File: src/cfg_loader_pkg.sv
// constants, register map and state codes of the configuration loader
// assumes a 100 MHz system clock and a 32-bit classic wishbone register bus

package cfg_loader_pkg;

  // ----------------------------------------------------------------
  // register offsets (byte addresses)
  // ----------------------------------------------------------------
  localparam logic [7:0] REG_CTRL = 8'h00;
  localparam logic [7:0] REG_STATUS = 8'h04;
  localparam logic [7:0] REG_DATA = 8'h08;
  localparam logic [7:0] REG_GPIO_OE = 8'h0c;
  localparam logic [7:0] REG_GPIO_OUT = 8'h10;
  localparam logic [7:0] REG_GPIO_IN = 8'h14;
  localparam logic [7:0] REG_STRAPS = 8'h18;

  // ----------------------------------------------------------------
  // field positions
  // ----------------------------------------------------------------
  localparam int CTRL_ADDR_LSB = 0;
  localparam int CTRL_COUNT_LSB = 8;
  localparam int CTRL_START_BIT = 31;
  localparam int ST_BUSY_BIT = 0;
  localparam int ST_LOAD_EN_BIT = 1;
  localparam int ST_AVAIL_BIT = 2;
  localparam int ST_FULL_BIT = 3;
  localparam int ST_REFUSED_BIT = 4;
  localparam int ST_STRAPS_BIT = 5;
  localparam int DATA_VALID_BIT = 31;
  localparam int SP_ADDR_LSB = 0;
  localparam int SP_I2C_BIT = 7;
  localparam int SP_DEBUG_BIT = 8;
  localparam int SP_LANE_LSB = 9;
  localparam int SP_DBGSEL_LSB = 11;
  localparam int SP_LOAD_EN_BIT = 16;

  // ----------------------------------------------------------------
  // reset values and fixed codes
  // ----------------------------------------------------------------
  localparam logic [7:0] GPIO_OE_RESET = 8'h00;
  localparam logic [7:0] GPIO_OUT_RESET = 8'h00;
  // upper slave address bits, value arbitrary
  localparam logic [3:0] SLAVE_ADDR_UPPER = 4'h0;
  localparam logic [1:0] LANE_5P5L = 2'h0;
  localparam logic [1:0] LANE_6P6L = 2'h1;
  localparam logic [1:0] LANE_5P6L = 2'h2;

  // ----------------------------------------------------------------
  // timing
  // ----------------------------------------------------------------
  localparam int SYS_CLK_PERIOD_NS = 10;
  localparam int ROM_CLK_PERIOD_NS = 80;
  localparam int ROM_HALF_CYCLES = ROM_CLK_PERIOD_NS / (2 * SYS_CLK_PERIOD_NS);
  localparam logic [2:0] ROM_HALF_LOAD = 3'(ROM_HALF_CYCLES - 1);
  localparam logic [1:0] STRAP_SETTLE = 2'h3;

  // ----------------------------------------------------------------
  // serial rom frame
  // ----------------------------------------------------------------
  localparam int ROM_ADDR_BITS = 6;
  localparam int ROM_DATA_BITS = 16;
  localparam logic [2:0] ROM_READ_OPCODE = 3'h6;
  localparam int ROM_CMD_BITS = 3 + ROM_ADDR_BITS;
  localparam int ROM_RESP_BITS = ROM_DATA_BITS + 1;
  localparam logic [4:0] ROM_CMD_LAST = 5'(ROM_CMD_BITS - 1);
  localparam logic [4:0] ROM_FRAME_LAST = 5'(ROM_CMD_BITS + ROM_RESP_BITS - 1);
  localparam int FIFO_DEPTH = 16;

  typedef enum logic [2:0]
  {
    ROM_IDLE = 3'b000,
    ROM_SETUP = 3'b001,
    ROM_SHIFT = 3'b010,
    ROM_PUSH = 3'b011,
    ROM_GAP = 3'b100
  } rom_state_t;

endpackage : cfg_loader_pkg

File: src/word_fifo.sv
// word fifo with a registered output stage
// assumes one clock and a synchronous active-high reset

`timescale 1ns/10ps

module word_fifo #(
  parameter int WIDTH = 16,
  parameter int DEPTH = 16
) (
  // clock and reset
  input wire logic clk_i,
  input wire logic rst_i,
  // filling side
  input wire logic wr_valid_i,
  input wire logic [WIDTH-1:0] wr_data_i,
  output logic wr_ready_o,
  // draining side
  output logic rd_valid_o,
  output logic [WIDTH-1:0] rd_data_o,
  input wire logic rd_ready_i
);

  localparam int AW = $clog2(DEPTH);
  localparam logic [AW:0] DEPTH_C = (AW+1)'(DEPTH);

  typedef struct packed {
    logic [DEPTH-1:0][WIDTH-1:0] mem;
    logic [AW-1:0] wptr;
    logic [AW-1:0] rptr;
    logic [AW:0] count;
    logic out_valid;
    logic [WIDTH-1:0] out_data;
  } fifo_state_t;

  fifo_state_t r;
  fifo_state_t next_r;
  logic push;
  logic load;

  always_comb
  begin
    next_r = r;
    push = wr_valid_i && (r.count != DEPTH_C);
    load = (r.count != '0) && (!r.out_valid || rd_ready_i);
    if (rd_ready_i)
    begin
      next_r.out_valid = 1'b0;
    end
    if (push)
    begin
      next_r.mem[r.wptr] = wr_data_i;
      next_r.wptr = r.wptr + 1'b1;
    end
    if (load)
    begin
      next_r.out_data = r.mem[r.rptr];
      next_r.out_valid = 1'b1;
      next_r.rptr = r.rptr + 1'b1;
    end
    next_r.count = r.count + (AW+1)'(push) - (AW+1)'(load);
  end

  always_ff @(posedge clk_i)
  begin
    if (rst_i)
    begin
      r <= '0;
    end
    else
    begin
      r <= next_r;
    end
  end

  assign wr_ready_o = (r.count != DEPTH_C);
  assign rd_valid_o = r.out_valid;
  assign rd_data_o = r.out_data;

endmodule : word_fifo

File: src/cfg_loader.sv
// configuration loader: serial rom reader, strap capture and general-purpose pins
// assumes pins are asynchronous to clk_i; board straps are stable around reset release
//
// The register offsets and the Wishbone slave port were decided locally.

`timescale 1ns/10ps

module cfg_loader
  import cfg_loader_pkg::*;
(
  // clock and reset
  input wire logic clk_i,
  input wire logic rst_i,
  // wishbone slave
  input wire logic wb_cyc_i,
  input wire logic wb_stb_i,
  input wire logic wb_we_i,
  input wire logic [7:0] wb_adr_i,
  input wire logic [3:0] wb_sel_i,
  input wire logic [31:0] wb_dat_i,
  output logic [31:0] wb_dat_o,
  output logic wb_ack_o,
  // serial rom port
  output logic rom_serial_clock_o,
  output logic rom_serial_out_o,
  input wire logic rom_serial_in_i,
  input wire logic rom_select_n_i,
  output logic rom_select_n_o,
  output logic rom_select_n_oe_o,
  // strap pins
  input wire logic debug_off_strap_i,
  input wire logic protocol_strap_i,
  input wire logic [2:0] slave_addr_strap_i,
  // general-purpose pins
  input wire logic [7:0] gpio_i,
  output logic [7:0] gpio_o,
  output logic [7:0] gpio_oe_o,
  // latched configuration
  output logic [6:0] slave_addr_o,
  output logic i2c_mode_o,
  output logic debug_mode_o,
  output logic [1:0] lane_config_o,
  output logic [4:0] debug_select_o,
  output logic rom_load_en_o,
  output logic straps_valid_o
);

  // ----------------------------------------------------------------
  // state
  // ----------------------------------------------------------------
  typedef struct packed {
    logic ack;
    logic [31:0] dat;
    logic [7:0] gpio_oe;
    logic [7:0] gpio_out;
    logic refused;
    logic [7:0] gpio_s1, gpio_s2;
    logic sel_s1, sel_s2;
    logic dbg_s1, dbg_s2;
    logic prot_s1, prot_s2;
    logic [2:0] addr_s1, addr_s2;
    logic din_s1, din_s2;
    logic [1:0] settle;
    logic straps_done;
    logic [6:0] slave_addr;
    logic i2c_mode;
    logic debug_mode;
    logic [1:0] lane;
    logic [4:0] dbg_sel;
    logic load_en;
    rom_state_t state;
    logic [2:0] div;
    logic [4:0] bit_cnt;
    logic [ROM_CMD_BITS-1:0] cmd_shift;
    logic [ROM_DATA_BITS-1:0] in_shift;
    logic [ROM_ADDR_BITS-1:0] word_addr;
    logic [3:0] words_left;
    logic sclk;
    logic cs_n;
    logic sdo;
    logic wr_valid;
    logic [ROM_DATA_BITS-1:0] wr_data;
  } loader_state_t;

  loader_state_t r;
  loader_state_t next_r;

  logic fifo_wr_ready;
  logic fifo_rd_valid;
  logic [ROM_DATA_BITS-1:0] fifo_rd_data;
  logic fifo_rd_ready;
  logic take;
  logic [31:0] rd_word;
  logic [1:0] lane_raw;

  // ----------------------------------------------------------------
  // read data fifo
  // ----------------------------------------------------------------
  word_fifo #(
    .WIDTH(ROM_DATA_BITS),
    .DEPTH(FIFO_DEPTH)
  ) u_fifo (
    .clk_i(clk_i),
    .rst_i(rst_i),
    .wr_valid_i(r.wr_valid),
    .wr_data_i(r.wr_data),
    .wr_ready_o(fifo_wr_ready),
    .rd_valid_o(fifo_rd_valid),
    .rd_data_o(fifo_rd_data),
    .rd_ready_i(fifo_rd_ready)
  );

  // ----------------------------------------------------------------
  // next state
  // ----------------------------------------------------------------
  always_comb
  begin
    next_r = r;
    fifo_rd_ready = 1'b0;
    rd_word = 32'h0000_0000;
    lane_raw = r.gpio_s2[1:0];

    // two-flop synchronisers for every pin
    {next_r.gpio_s1, next_r.sel_s1, next_r.dbg_s1, next_r.prot_s1, next_r.addr_s1, next_r.din_s1} =
      {gpio_i, rom_select_n_i, debug_off_strap_i, protocol_strap_i, slave_addr_strap_i, rom_serial_in_i};
    {next_r.gpio_s2, next_r.sel_s2, next_r.dbg_s2, next_r.prot_s2, next_r.addr_s2, next_r.din_s2} =
      {r.gpio_s1, r.sel_s1, r.dbg_s1, r.prot_s1, r.addr_s1, r.din_s1};

    // strap capture once the synchronisers hold pin levels
    if (!r.straps_done)
    begin
      if (r.settle == STRAP_SETTLE)
      begin
        next_r.straps_done = 1'b1;
        next_r.load_en = r.sel_s2;
        next_r.slave_addr = {SLAVE_ADDR_UPPER, r.addr_s2};
        next_r.debug_mode = !r.dbg_s2;
        next_r.i2c_mode = r.prot_s2;
        next_r.lane = (lane_raw == 2'h3) ? LANE_6P6L : lane_raw;
        next_r.dbg_sel = r.dbg_s2 ? 5'h00 : r.gpio_s2[4:0];
      end
      else
      begin
        next_r.settle = r.settle + 2'h1;
      end
    end

    // wishbone: one wait state, ack for one cycle
    next_r.ack = 1'b0;
    take = wb_cyc_i && wb_stb_i && !r.ack;
    if (take)
    begin
      next_r.ack = 1'b1;
      case (wb_adr_i)
        REG_CTRL:
        begin
          rd_word[CTRL_ADDR_LSB +: ROM_ADDR_BITS] = r.word_addr;
          rd_word[CTRL_COUNT_LSB +: 4] = r.words_left;
        end
        REG_STATUS:
        begin
          rd_word[ST_BUSY_BIT] = (r.state != ROM_IDLE);
          rd_word[ST_LOAD_EN_BIT] = r.load_en;
          rd_word[ST_AVAIL_BIT] = fifo_rd_valid;
          rd_word[ST_FULL_BIT] = !fifo_wr_ready;
          rd_word[ST_REFUSED_BIT] = r.refused;
          rd_word[ST_STRAPS_BIT] = r.straps_done;
        end
        REG_DATA:
        begin
          rd_word[DATA_VALID_BIT] = fifo_rd_valid;
          rd_word[ROM_DATA_BITS-1:0] = fifo_rd_data;
          fifo_rd_ready = !wb_we_i;
        end
        REG_GPIO_OE: rd_word[7:0] = r.gpio_oe;
        REG_GPIO_OUT: rd_word[7:0] = r.gpio_out;
        REG_GPIO_IN: rd_word[7:0] = r.gpio_s2;
        REG_STRAPS:
        begin
          rd_word[SP_ADDR_LSB +: 7] = r.slave_addr;
          rd_word[SP_I2C_BIT] = r.i2c_mode;
          rd_word[SP_DEBUG_BIT] = r.debug_mode;
          rd_word[SP_LANE_LSB +: 2] = r.lane;
          rd_word[SP_DBGSEL_LSB +: 5] = r.dbg_sel;
          rd_word[SP_LOAD_EN_BIT] = r.load_en;
        end
        default: rd_word = 32'h0000_0000;
      endcase
      next_r.dat = wb_we_i ? 32'h0000_0000 : rd_word;
      if (wb_we_i)
      begin
        case (wb_adr_i)
          REG_GPIO_OE:
            if (wb_sel_i[0])
              next_r.gpio_oe = wb_dat_i[7:0];
          REG_GPIO_OUT:
            if (wb_sel_i[0])
              next_r.gpio_out = wb_dat_i[7:0];
          REG_STATUS:
            if (wb_sel_i[0] && wb_dat_i[ST_REFUSED_BIT])
              next_r.refused = 1'b0;
          REG_CTRL:
          begin
            if (wb_sel_i[3] && wb_dat_i[CTRL_START_BIT])
            begin
              if ((r.state != ROM_IDLE) || !r.load_en || !r.straps_done)
              begin
                next_r.refused = 1'b1;
              end
              else
              begin
                next_r.word_addr = wb_dat_i[CTRL_ADDR_LSB +: ROM_ADDR_BITS];
                next_r.words_left = wb_dat_i[CTRL_COUNT_LSB +: 4];
                next_r.state = ROM_SETUP;
                next_r.div = ROM_HALF_LOAD;
              end
            end
          end
          default: next_r.dat = 32'h0000_0000;
        endcase
      end
    end

    // ----------------------------------------------------------------
    // serial rom engine
    // ----------------------------------------------------------------
    case (r.state)
      ROM_IDLE:
      begin
        next_r.cs_n = 1'b1;
        next_r.sclk = 1'b0;
        next_r.sdo = 1'b0;
      end
      ROM_SETUP:
      begin
        // select falls, first bit set up half a clock ahead
        next_r.cs_n = 1'b0;
        next_r.sclk = 1'b0;
        next_r.bit_cnt = 5'h00;
        next_r.cmd_shift = {ROM_READ_OPCODE, r.word_addr};
        next_r.sdo = ROM_READ_OPCODE[2];
        next_r.div = ROM_HALF_LOAD;
        next_r.state = ROM_SHIFT;
      end
      ROM_SHIFT:
      begin
        if (r.div != 3'h0)
        begin
          next_r.div = r.div - 3'h1;
        end
        else
        begin
          next_r.div = ROM_HALF_LOAD;
          next_r.sclk = !r.sclk;
          if (r.sclk)
          begin
            // falling edge: sample response, advance the frame
            if (r.bit_cnt > ROM_CMD_LAST)
            begin
              next_r.in_shift = {r.in_shift[ROM_DATA_BITS-2:0], r.din_s2};
            end
            next_r.cmd_shift = {r.cmd_shift[ROM_CMD_BITS-2:0], 1'b0};
            next_r.sdo = (r.bit_cnt < ROM_CMD_LAST) ? r.cmd_shift[ROM_CMD_BITS-2] : 1'b0;
            next_r.bit_cnt = r.bit_cnt + 5'h01;
            if (r.bit_cnt == ROM_FRAME_LAST)
            begin
              next_r.wr_data = {r.in_shift[ROM_DATA_BITS-2:0], r.din_s2};
              next_r.wr_valid = 1'b1;
              next_r.cs_n = 1'b1;
              next_r.state = ROM_PUSH;
            end
          end
        end
      end
      ROM_PUSH:
      begin
        // wait here while the fifo is full
        if (fifo_wr_ready)
        begin
          next_r.wr_valid = 1'b0;
          next_r.div = ROM_HALF_LOAD;
          next_r.state = ROM_GAP;
        end
      end
      ROM_GAP:
      begin
        if (r.div != 3'h0)
        begin
          next_r.div = r.div - 3'h1;
        end
        else if (r.words_left == 4'h0)
        begin
          next_r.state = ROM_IDLE;
        end
        else
        begin
          next_r.words_left = r.words_left - 4'h1;
          next_r.word_addr = r.word_addr + 6'h01;
          next_r.state = ROM_SETUP;
        end
      end
      default:
      begin
        next_r.state = ROM_IDLE;
      end
    endcase
  end

  // ----------------------------------------------------------------
  // registers
  // ----------------------------------------------------------------
  always_ff @(posedge clk_i)
  begin
    if (rst_i)
    begin
      r <= '0;
      r.gpio_oe <= GPIO_OE_RESET;
      r.gpio_out <= GPIO_OUT_RESET;
      r.cs_n <= 1'b1;
      r.state <= ROM_IDLE;
      r.lane <= LANE_6P6L;
      r.slave_addr <= {SLAVE_ADDR_UPPER, 3'h0};
      r.i2c_mode <= 1'b1;
    end
    else
    begin
      r <= next_r;
    end
  end

  // ----------------------------------------------------------------
  // outputs
  // ----------------------------------------------------------------
  assign wb_dat_o = r.dat;
  assign wb_ack_o = r.ack;
  assign rom_serial_clock_o = r.sclk;
  assign rom_serial_out_o = r.sdo;
  assign rom_select_n_o = r.cs_n;
  // select pin released until the bypass strap has been taken
  assign rom_select_n_oe_o = r.straps_done;
  assign gpio_o = r.gpio_out;
  assign gpio_oe_o = r.gpio_oe;
  assign slave_addr_o = r.slave_addr;
  assign i2c_mode_o = r.i2c_mode;
  assign debug_mode_o = r.debug_mode;
  assign lane_config_o = r.lane;
  assign debug_select_o = r.dbg_sel;
  assign rom_load_en_o = r.load_en;
  assign straps_valid_o = r.straps_done;

endmodule : cfg_loader

File: config.mk
export PLATFORM = sky130hd
export DESIGN_NAME = cfg_loader
export DESIGN_NICKNAME = d
export VERILOG_FILES = /design/src/cfg_loader_pkg.sv /design/src/word_fifo.sv /design/src/cfg_loader.sv
export SDC_FILE = /design/constraint.sdc
export NUM_CORES = 1
export LEC_CHECK = 0
export BUFFER_PORTS_ARGS = -buffer_cell sky130_fd_sc_hd__buf_2
export CAP_MARGIN = 20
export CORE_MARGIN = 1.5
export CORE_UTILIZATION = 45
export DETAILED_ROUTE_END_ITERATION = 6
export PLACE_DENSITY = 0.61
export SYNTH_ARGS = -nofsm -noshare
export SYNTH_HDL_FRONTEND = slang
export SYNTH_SLANG_ARGS = --single-unit
File: constraint.sdc
create_clock -name clk_i -period 8.93 [get_ports clk_i]
set_input_delay 0.4465 -clock clk_i [delete_from_list [all_inputs] [get_ports clk_i]]
set_output_delay 0.4465 -clock clk_i [all_outputs]
set_load 0.02 [all_outputs]
## Word level (Yosys, flattened, before mapping)

Cells that the tools add are included.

| storage, ports and cells | value |
|---|---|
| input port bits | 64 |
| logic and storage cells | 204 |
| register bits | 447 |
| output and inout port bits | 71 |

| cells by class | value |
|---|---|
| mux-type cells | 66 |
| order comparisons | 5 |
| add/subtract/negate cells | 9 |
| reduce and logical (&&, ||, !) cells | 42 |
| equal/unequal tests | 21 |
| bitwise logic cells | 3 |

Operators with widths:

| cell | number |
|---|---|
| $bwmux W256 | 1 |
| $mux W10 | 8 |
| $bmux W16 S4 | 1 |
| $demux W16 S4 | 1 |
| $mux W32 | 2 |
| $mux W30 | 2 |
| $mux W50 | 1 |
| $mux W49 | 1 |
| $mux W16 | 3 |
| $pmux W6 S7 | 1 |
| $mux W18 | 2 |
| $mux W6 | 6 |
| $mux W17 | 2 |
| $mux W8 | 4 |
| $pmux W14 S2 | 1 |
| $eq A8 B5 Y1 const B | 3 |
| $mux W20 | 1 |
| $reduce_and A4 Y1 | 5 |
| $mux W19 | 1 |
| $mux W3 | 6 |
| $eq A8 B4 Y1 const B | 2 |
| $pmux W3 S5 | 1 |
| $ne A2 B2 Y1 const B | 7 |
| $mux W1 | 12 |
| 42 further kinds | 72 |

## Depth between registers and ports, before layout

Gate-level depths: netlist (run 1).

| depth | value |
|---|---|
| word-level depth | 12 |
| depth in mapped cells | 15 |
| mapped depth without buffers | 13 |

## Cells and area by module

Synthesis (run 1) repeated with hierarchy kept, for this count alone.

| second synthesis, totals | value |
|---|---|
| cell total of the unflattened synthesis | 2147 |
| area, all modules | 19522.5 um^2 |

Modules (own cells, without submodules):

| module | times used | seq. area each (um^2) | cells each | area each (um^2) |
|---|---|---|---|---|
| word_fifo | 1 | 5725.5 | 1353 | 12590.8 |
| cfg_loader | 1 | 2922.8 | 794 | 6931.6 |

## Least setup slack after synthesis (run 1)

No wires, ideal clock.

| timing path | value |
|---|---|
| kind | input port to flip-flop |
| from | input port wb_adr_i[4] |
| to | register u_fifo.r[21] (netlist name) |
| required time | 8860 ps |
| arrival time | 3040 ps |
| setup time | 70 ps |
| path buffers | 3 |
| stages on the path | 15 |
| slack | 5820 ps |
| path through | buf_2 > nor2b_1 > clkbuf_1 > nand4_1 > a21o_1 > inv_1 > clkbuf_1 > ha_1 > inv_1 > ha_1 > fa_1 > a21oi_1 > nor2_1 > or3_1 > a21oi_1 |

| between the ends | value |
|---|---|
| longest elaborated chain between the ends | 6 |

Ends and longest elaborated chain:

| element | line | RTL |
|---|---|---|
| start: declaration | cfg_loader.sv:18 | `input wire logic [7:0] wb_adr_i,` |
| $eq A8 B4 Y1 | cfg_loader.sv:154 | `case (wb_adr_i)` |
| $mux W1 | cfg_loader.sv:154 |  |
| $mux W1 | cfg_loader.sv:151 | `if (take)` |
| $logic_or A1 B1 Y1 | word_fifo.sv:44 | `load = (r.count != '0) && (!r.out_valid \|\| rd_ready_i);` |
| $logic_and A1 B1 Y1 | word_fifo.sv:44 |  |
| net u_fifo.load | word_fifo.sv:38 | `logic load;` |
| $sub A5 B1 Y5 | word_fifo.sv:60 | `next_r.count = r.count + (AW+1)'(push) - (AW+1)'(load);` |
| end signal: assignment | word_fifo.sv:71 | `r <= next_r;` |
| end: declaration | word_fifo.sv:35 | `fifo_state_t r;` |

The timed path passes the listed nets, and every way through them passes these cells.
A chain may end at the register's enable or synchronous reset.

## Worst setup path in the final report (run 1)

| timing path | value |
|---|---|
| from | register u_fifo.r[19] (netlist name) |
| to | register u_fifo.r[21] (netlist name) |

| between the ends | value |
|---|---|
| longest elaborated chain between the ends | 4 |
| elaborated cells between the ends (all ways) | 6 |
| classes of those cells | add/sub (2); eq/ne (1); reduce/logical (3) |

Ends and longest elaborated chain:

| element | line | RTL |
|---|---|---|
| $ne A5 B5 Y1 | word_fifo.sv:43 | `push = wr_valid_i && (r.count != DEPTH_C);` |
| $logic_and A1 B1 Y1 | word_fifo.sv:43 |  |
| $add A5 B1 Y5 | word_fifo.sv:60 |  |
| $sub A5 B1 Y5 * | word_fifo.sv:60 |  |

Every way passes the cells marked *; elsewhere a longest branch is shown, timed or not.

==> impl_metrics.json, run 1 <==
{
  "place_area_sq_um": 19100,
  "drive_above_1_share": 0.144,
  "cts_tree": "built",
  "yosysSeqAreaShare": 0.457,
  "synthArstFlopShare": 0,
  "synthXorXnorAreaFrac": 0.00509,
  "drt_iter0_drc": 911,
  "grt_max_degree": 271,
  "crit_path_end_kind": "flip-flop",
  "cts_setup_buffers": 0,
  "detail_route.first_pass.iterations": 7,
  "intPower_mw": 3.27,
  "cts-htree-levels": 2,
  "ys_seq_elements": 432,
  "slew_violations": 0,
  "core_area_sq_um": 41200,
  "yosys_warnings": 0,
  "maxSlewHeadroom": 0.152,
  "synthAdderAreaFrac": 0.0136,
  "worst-slew-pin-transition_ns": 1.27,
  "rows": 74,
  "track_usage": 0.206,
  "cts-buffers-inserted": 46,
  "n_fill_cell": 3776,
  "startpoint": "u_fifo.r[19]",
  "viasPerCell": 5.42,
  "dieArea_sq_um": 43300,
  "initial_core_util": 0.459,
  "power_leakage_nw": 9.44,
  "yosys.area.top_type": "dfxtp_1",
  "rsz0062_at_grt": "no",
  "seq_power_share": 0.466,
  "finClkSkew_ns": 0.0161,
  "syn_area_sq_um": 18900,
  "fin_crit_sh": 0.440,
  "grt_first_pass_wirelength_um": 71300,
  "synth_compound_area_frac": 0.0686,
  "drc": 0,
  "hold_class": "input pin to flip-flop",
  "cts_resized": 0,
  "critPathArrivalTime_ns": 4.41,
  "antenna_found_initial": 0,
  "synthFlopType": "dfxtp_1",
  "stdcell_area_sq_um": 20500,
  "insertedDiodeCount": 0,
  "nNetsFinal": 1947,
  "synth_top_family_by_area": "multiplexers",
  "grt_overflow": 0,
  "r2r-start": "u_fifo.r[19]",
  "critPathKind": "flip-flop to flip-flop",
  "critical_path_required_ns": 9.41,
  "yosys.area_share.simple": 0.149,
  "clkLatencyLatePin_ns": 0.56,
  "die_y_um": 208,
  "hold_viol": 0,
  "switching_share": 0.250,
  "synthMuxAreaShare": 0.241,
  "synthToLayoutAreaGrowth_pct": 8.58,
  "gp_congestion": 0.825,
  "worstPathMaxFanout": 21,
  "drt_wl_total_um": 45200,
  "synth_cell_types": 67,
  "ir_worst_vdd_mv": 0.254,
  "path_clk_slew_ns": 0.06,
  "root_buffer": "clkbuf_16",
  "maxCapViolCount": 0,
  "syn_area_per_cell_sq_um": 9.92,
  "fp.dieW_um": 208,
  "drtAntennaViolNets": 0,
  "fin_crit_ns": 3.93,
  "powerDensity_nw_per_um2": 212,
  "fin_tns_setup_ns": 0,
  "wl_per_cell_um": 18.6,
  "synth_top_area_share": 0.457,
  "synthCells": 1908,
  "grt_pass1_vias": 12700,
  "ios": 135,
  "synth_edf_count": 0,
  "hpwl_um": 27900,
  "finalPower_mw": 4.36,
  "status": "completed",
  "p_switching_mw": 1.09,
  "portBuffers": 95,
  "cp-start-kind": "flip-flop",
  "vias": 13200,
  "pwr-share-clk": 0.429,
  "hold_start": "rom_select_n_i",
  "pwr-share-comb": 0.105,
  "clock_sinks": 432,
  "cts_hold_buffers": 0,
  "finalSetupViolations": 0,
  "max_freq_ghz": 0.254,
  "cts_buffer_depth": 3,
  "synth_area_leaders": "dfxtp_1, mux2i_1, mux4_2, nor2_1, buf_4"
}
## cell type report
class / count / area [sq um] / share of cell area
Inverter: 20 / 75.1 / 0.00365
Sequential cell: 432 / 8650 / 0.421
Multi-Input combinational cell: 1257 / 9090 / 0.443
Timing Repair Buffer: 106 / 588 / 0.0286
Tap cell: 532 / 666 / 0.0324
Clock buffer: 69 / 1340 / 0.0652
Clock inverter: 10 / 131 / 0.00639
## cells in the final DEF, fill, tap and decap left out, types with 8 or more instances in the layout
cell type / synthesis / routed
dfxtp_1: 432 / 430
nor2_1: 335 / 335
mux2i_1: 296 / 296
nand2_1: 144 / 144
a21oi_1: 98 / 98
buf_2: 14 / 94
mux4_2: 65 / 65
a22oi_1: 52 / 52
clkbuf_16: 0 / 47
nor2b_1: 42 / 42
o21ai_0: 25 / 25
inv_1: 20 / 20
ha_1: 19 / 19
conb_1: 1 / 18
nand3_1: 17 / 17
clkbuf_1: 101 / 14
nand3_2: 12 / 12
nand3b_1: 10 / 10
nor3_1: 9 / 9
mux2_2: 9 / 9
buf_4: 89 / 9
clkbuf_8: 0 / 8
## path summary, 6_finish.rpt
| check | endpoint | slack, ns | cells after the start |
|---|---|---|---|
| hold / removal | next_r[98] | 0.1 | 2 |
| setup reg to reg | u_fifo.r[21] | 5.00 | 13 |
| hold reg to reg | r[105] | 0.43 | 1 |
| setup / recovery | u_fifo.r[21] | 5.00 | 13 |
## Yosys cell counts, types with 11 or more instances
library cell	n
nand3_2	12
a22oi_1	52
inv_1	20
buf_4	89
buf_1	11
o21ai_0	25
nand2_1	144
a21oi_1	98
dfxtp_1	432
nor2_1	335
ha_1	19
clkbuf_1	101
mux4_2	65
nand3_1	17
mux2i_1	296
nor2b_1	42
buf_2	14
## critical path, cell delays in order, from the launching register on
cell and delay (ns):
dfxtp_1 0.31, inv_1 0.07, ha_1 0.16, nor4b_1 0.42, a21o_1 0.56, inv_1 0.51, ha_1 0.43, inv_1 0.04
ha_1 0.22, fa_1 0.44, a21oi_1 0.15, nor2_1 0.07, or3_1 0.34, a21oi_1 0.14
## power by group through the flow
stage | registers (mW) | logic [mW] | clock network (mW)
6_report | 2.03 | 0.458 | 1.87
4_1_cts | 2.03 | 0.467 | 1.91
2_1_floorplan | 2.02 | 0.415 | 0
5_1_grt | 2.04 | 0.505 | 1.99
3_3_place_gp | 2.07 | 0.460 | 0
3_5_place_dp | 2.07 | 0.466 | 0
## registers in the layout, indices dropped and copies added (netlist names), 2 cells and up
| register | cells |
|---|---|
| u_fifo.rd_data_o | 16 |
| wb_dat_o | 18 |
| slave_addr_o | 3 |
| gpio_oe_o | 8 |
| debug_select_o | 5 |
| lane_config_o | 2 |
| gpio_o | 8 |
| r | 77 |
| next_r | 15 |
| u_fifo.r | 269 |
| lane_raw | 2 |
## metrics by stage
step           std cells  worst slack (ns)  hold slack, ns   util
4_1_cts             2426              4.95          0.0832  0.499
3_3_place_gp        2346              4.71           0.421  0.463
2_1_floorplan       1925              5.82           0.414      -
5_1_grt             2426              4.64          0.0974  0.499
6_report            2426              5.00          0.0965  0.499
3_5_place_dp        2347              4.65           0.421  0.463
## metal layers
layer  GRT usage  up-vias  share of wire
met1       0.281     6428           0.47
met4      0.0493        0          0.017
met3      0.0269       63          0.042
met5           0        -              0
met2       0.347      254           0.47
li1            -     6415              -
## cell families after synthesis
group / Yosys count
simple gates: 627
buf+inv: 236
mux: 371
other cells: 1
flops: 432
xor+xnor: 11
compound gates: 210
fa+ha+maj: 20
Power figures use the tool's default switching activity.
==> run 2: changes to the inputs <==
- PLACE_DENSITY: 0.61 -> 0.64
- clock period: 8.93 -> 3.25 ns (I/O delays scaled with it)
==> run 2 against run 1 <==
Effect of this change:
- flip-flop and latch count stayed put
- total power grew to 2.7 times the previous value
- die area is the same
- combinational power increased to 3.2 times the previous value
- routed wire length up 3.4%
- worst setup slack worse by 4.6 ns
- final cell count grew 2.1%
- count of clock-buffer cells in the layout fell by 7
- largest cell class unchanged
- largest power group unchanged
==> impl_metrics.json, run 2 (synthesized netlist as in run 1, its figures left out) <==
{
  "final_common_cell": "dfxtp_1",
  "finClkSkew_ns": 0.0141,
  "worstHoldEndpoint": "r[116]",
  "hold_start": "wb_sel_i[3]",
  "portBuffers": 95,
  "grt_pass1_vias": 13300,
  "drive_above_1_share": 0.154,
  "pwr-share-comb": 0.121,
  "synthToLayoutAreaGrowth_pct": 11.0,
  "switching_share": 0.253,
  "drt_iter0_drc": 1162,
  "initial_core_util": 0.459,
  "worst-slew-pin-transition_ns": 0.972,
  "grt_first_pass_wirelength_um": 73900,
  "track_usage": 0.214,
  "path_clk_slew_ns": 0.06,
  "top_register": "u_fifo.r",
  "viasPerCell": 5.53,
  "fin_crit_ns": 2.85,
  "utilization": 0.510,
  "hold_class": "input pin to flip-flop",
  "maxSlewHeadroom": 0.352,
  "drt_wl_total_um": 46700,
  "cts_buffer_depth": 3,
  "final_cell_mix": "dfxtp_1, nor2_1, mux2i_1",
  "root_buffer": "clkbuf_16",
  "fp.dieW_um": 208,
  "fin_tns_setup_ns": 0,
  "intPower_mw": 8.93,
  "clock_sinks": 432,
  "cts-htree-levels": 2,
  "grt_max_degree": 176,
  "ir_worst_vdd_mv": 0.441,
  "p_switching_mw": 3.02,
  "max_freq_ghz": 0.351,
  "maxCapViolCount": 0,
  "clkLatencyLatePin_ns": 0.56,
  "rrSetupSlack_ns": 0.40,
  "cts_setup_buffers": 0,
  "path_delay_family": "adder cells",
  "status": "completed",
  "critPathKind": "flip-flop to flip-flop",
  "worst-r2r-cell-count": 13,
  "rows": 74,
  "critPathArrivalTime_ns": 3.33,
  "crit_path_end_kind": "flip-flop",
  "nNetsFinal": 2003,
  "largest_register_ffs": 269,
  "grt_overflow": 0,
  "r2r-start": "u_fifo.r[20]",
  "die_y_um": 208,
  "cp_slowest_stage_delay_ns": 0.43,
  "hold_viol": 0,
  "drtAntennaViolNets": 0,
  "path_cells": "inv_1, ha_1, nor4b_1, a21o_1, inv_1, ha_1, inv_1, ha_1, fa_1, a21oi_1, nor2_1, or3_1, a21oi_1",
  "critical_path_required_ns": 3.73,
  "cp-start-kind": "flip-flop",
  "wl_per_cell_um": 18.9,
  "cp_slowest_cell": "fa_1",
  "drc": 0,
  "cts_tree": "built",
  "cts-buffers-inserted": 45,
  "holdPathStages": 5,
  "powerDensity_nw_per_um2": 569,
  "hpwl_um": 28900,
  "dieArea_sq_um": 43300,
  "rsz0062_at_grt": "no",
  "power_leakage_nw": 9.67,
  "worstPathMaxFanout": 2,
  "insertedDiodeCount": 0,
  "pwr-share-clk": 0.415,
  "core_area_sq_um": 41200,
  "seq_power_share": 0.464,
  "fin_crit_sh": 0.876,
  "slew_violations": 0,
  "cp_num_buf_inv": 3,
  "n_fill_cell": 3699,
  "vias": 13700,
  "finalSetupViolations": 0,
  "detail_route.first_pass.iterations": 6,
  "ios": 135,
  "gp_congestion": 0.879,
  "antenna_found_initial": 0,
  "rr_endpoint": "u_fifo.r[21]"
}
[run 2: routing by layer]
layer / track usage / part of all wire / routed length, um
met1: 0.282 / 0.44 / 20600
met2: 0.364 / 0.48 / 22400
met4: 0.0644 / 0.025 / 1160
met3: 0.0323 / 0.053 / 2500
met5: 0 / 0 / 0
[run 2: worst max path at each step]
| stage | slack, ns | to | cells past startpoint | from |
|---|---|---|---|---|
| finish | 0.40 | u_fifo.r[21] | 13 | u_fifo.r[20] |
| global route | 0.16 | u_fifo.r[21] | 13 | u_fifo.r[20] |
| CTS | 0.39 | u_fifo.r[21] | 13 | u_fifo.r[20] |
| detailed placement | 0.31 | u_fifo.r[21] | 13 | wb_we_i |
| global placement | 0.35 | u_fifo.r[21] | 13 | wb_we_i |
| floorplan | 0.42 | u_fifo.r[21] | 15 | wb_adr_i[4] |
[run 2: per-stage QoR]
stage	setup WS (ns)	std cells	total power, mW	cell area, sq um	hold slack [ns]
floorplan	0.424	1925	6.70	19000	0.291
global placement	0.353	2377	7.07	19300	0.371
detailed placement	0.306	2377	7.09	19300	0.375
CTS	0.395	2477	12.1	21000	0.0246
global route	0.160	2477	12.4	21000	0.0644
finish	0.402	2477	11.9	21000	0.0537
[run 2: repair_timing]
item,CTS,global route
hold buffers,27,0
hold endpoints to repair,40,0
gates resized for setup,0,0
[run 2: power by group through the flow]
stage                     clock (mW)  sequential [mW]  combinational [mW]
after floorplan                    0             5.56                1.14
after global placement             0             5.65                1.42
after detailed placement           0             5.65                1.44
after CTS                       5.07             5.54                1.47
after global routing            5.28             5.55                1.59
final                           4.96             5.54                1.45
[run 2: area by class of cell]
type / count / area, sq um / area share
Multi-Input combinational cell: 1257 / 9090 / 0.433
Clock buffer: 62 / 1280 / 0.0611
Sequential cell: 432 / 8650 / 0.412
Timing Repair Buffer: 163 / 1110 / 0.0530
Tap cell: 532 / 666 / 0.0317
Inverter: 20 / 75.1 / 0.00357
Clock inverter: 11 / 115 / 0.00548
[run 2: tightest hold or removal path: cells and delay by family]
| kind | cells | cell delay (ns) |
|---|---|---|
| and+or+nand+nor | 3 | 0.24 |
| AOI/OAI and AO/OA | 1 | 0.06 |
| buffers and inverters | 1 | 0.10 |
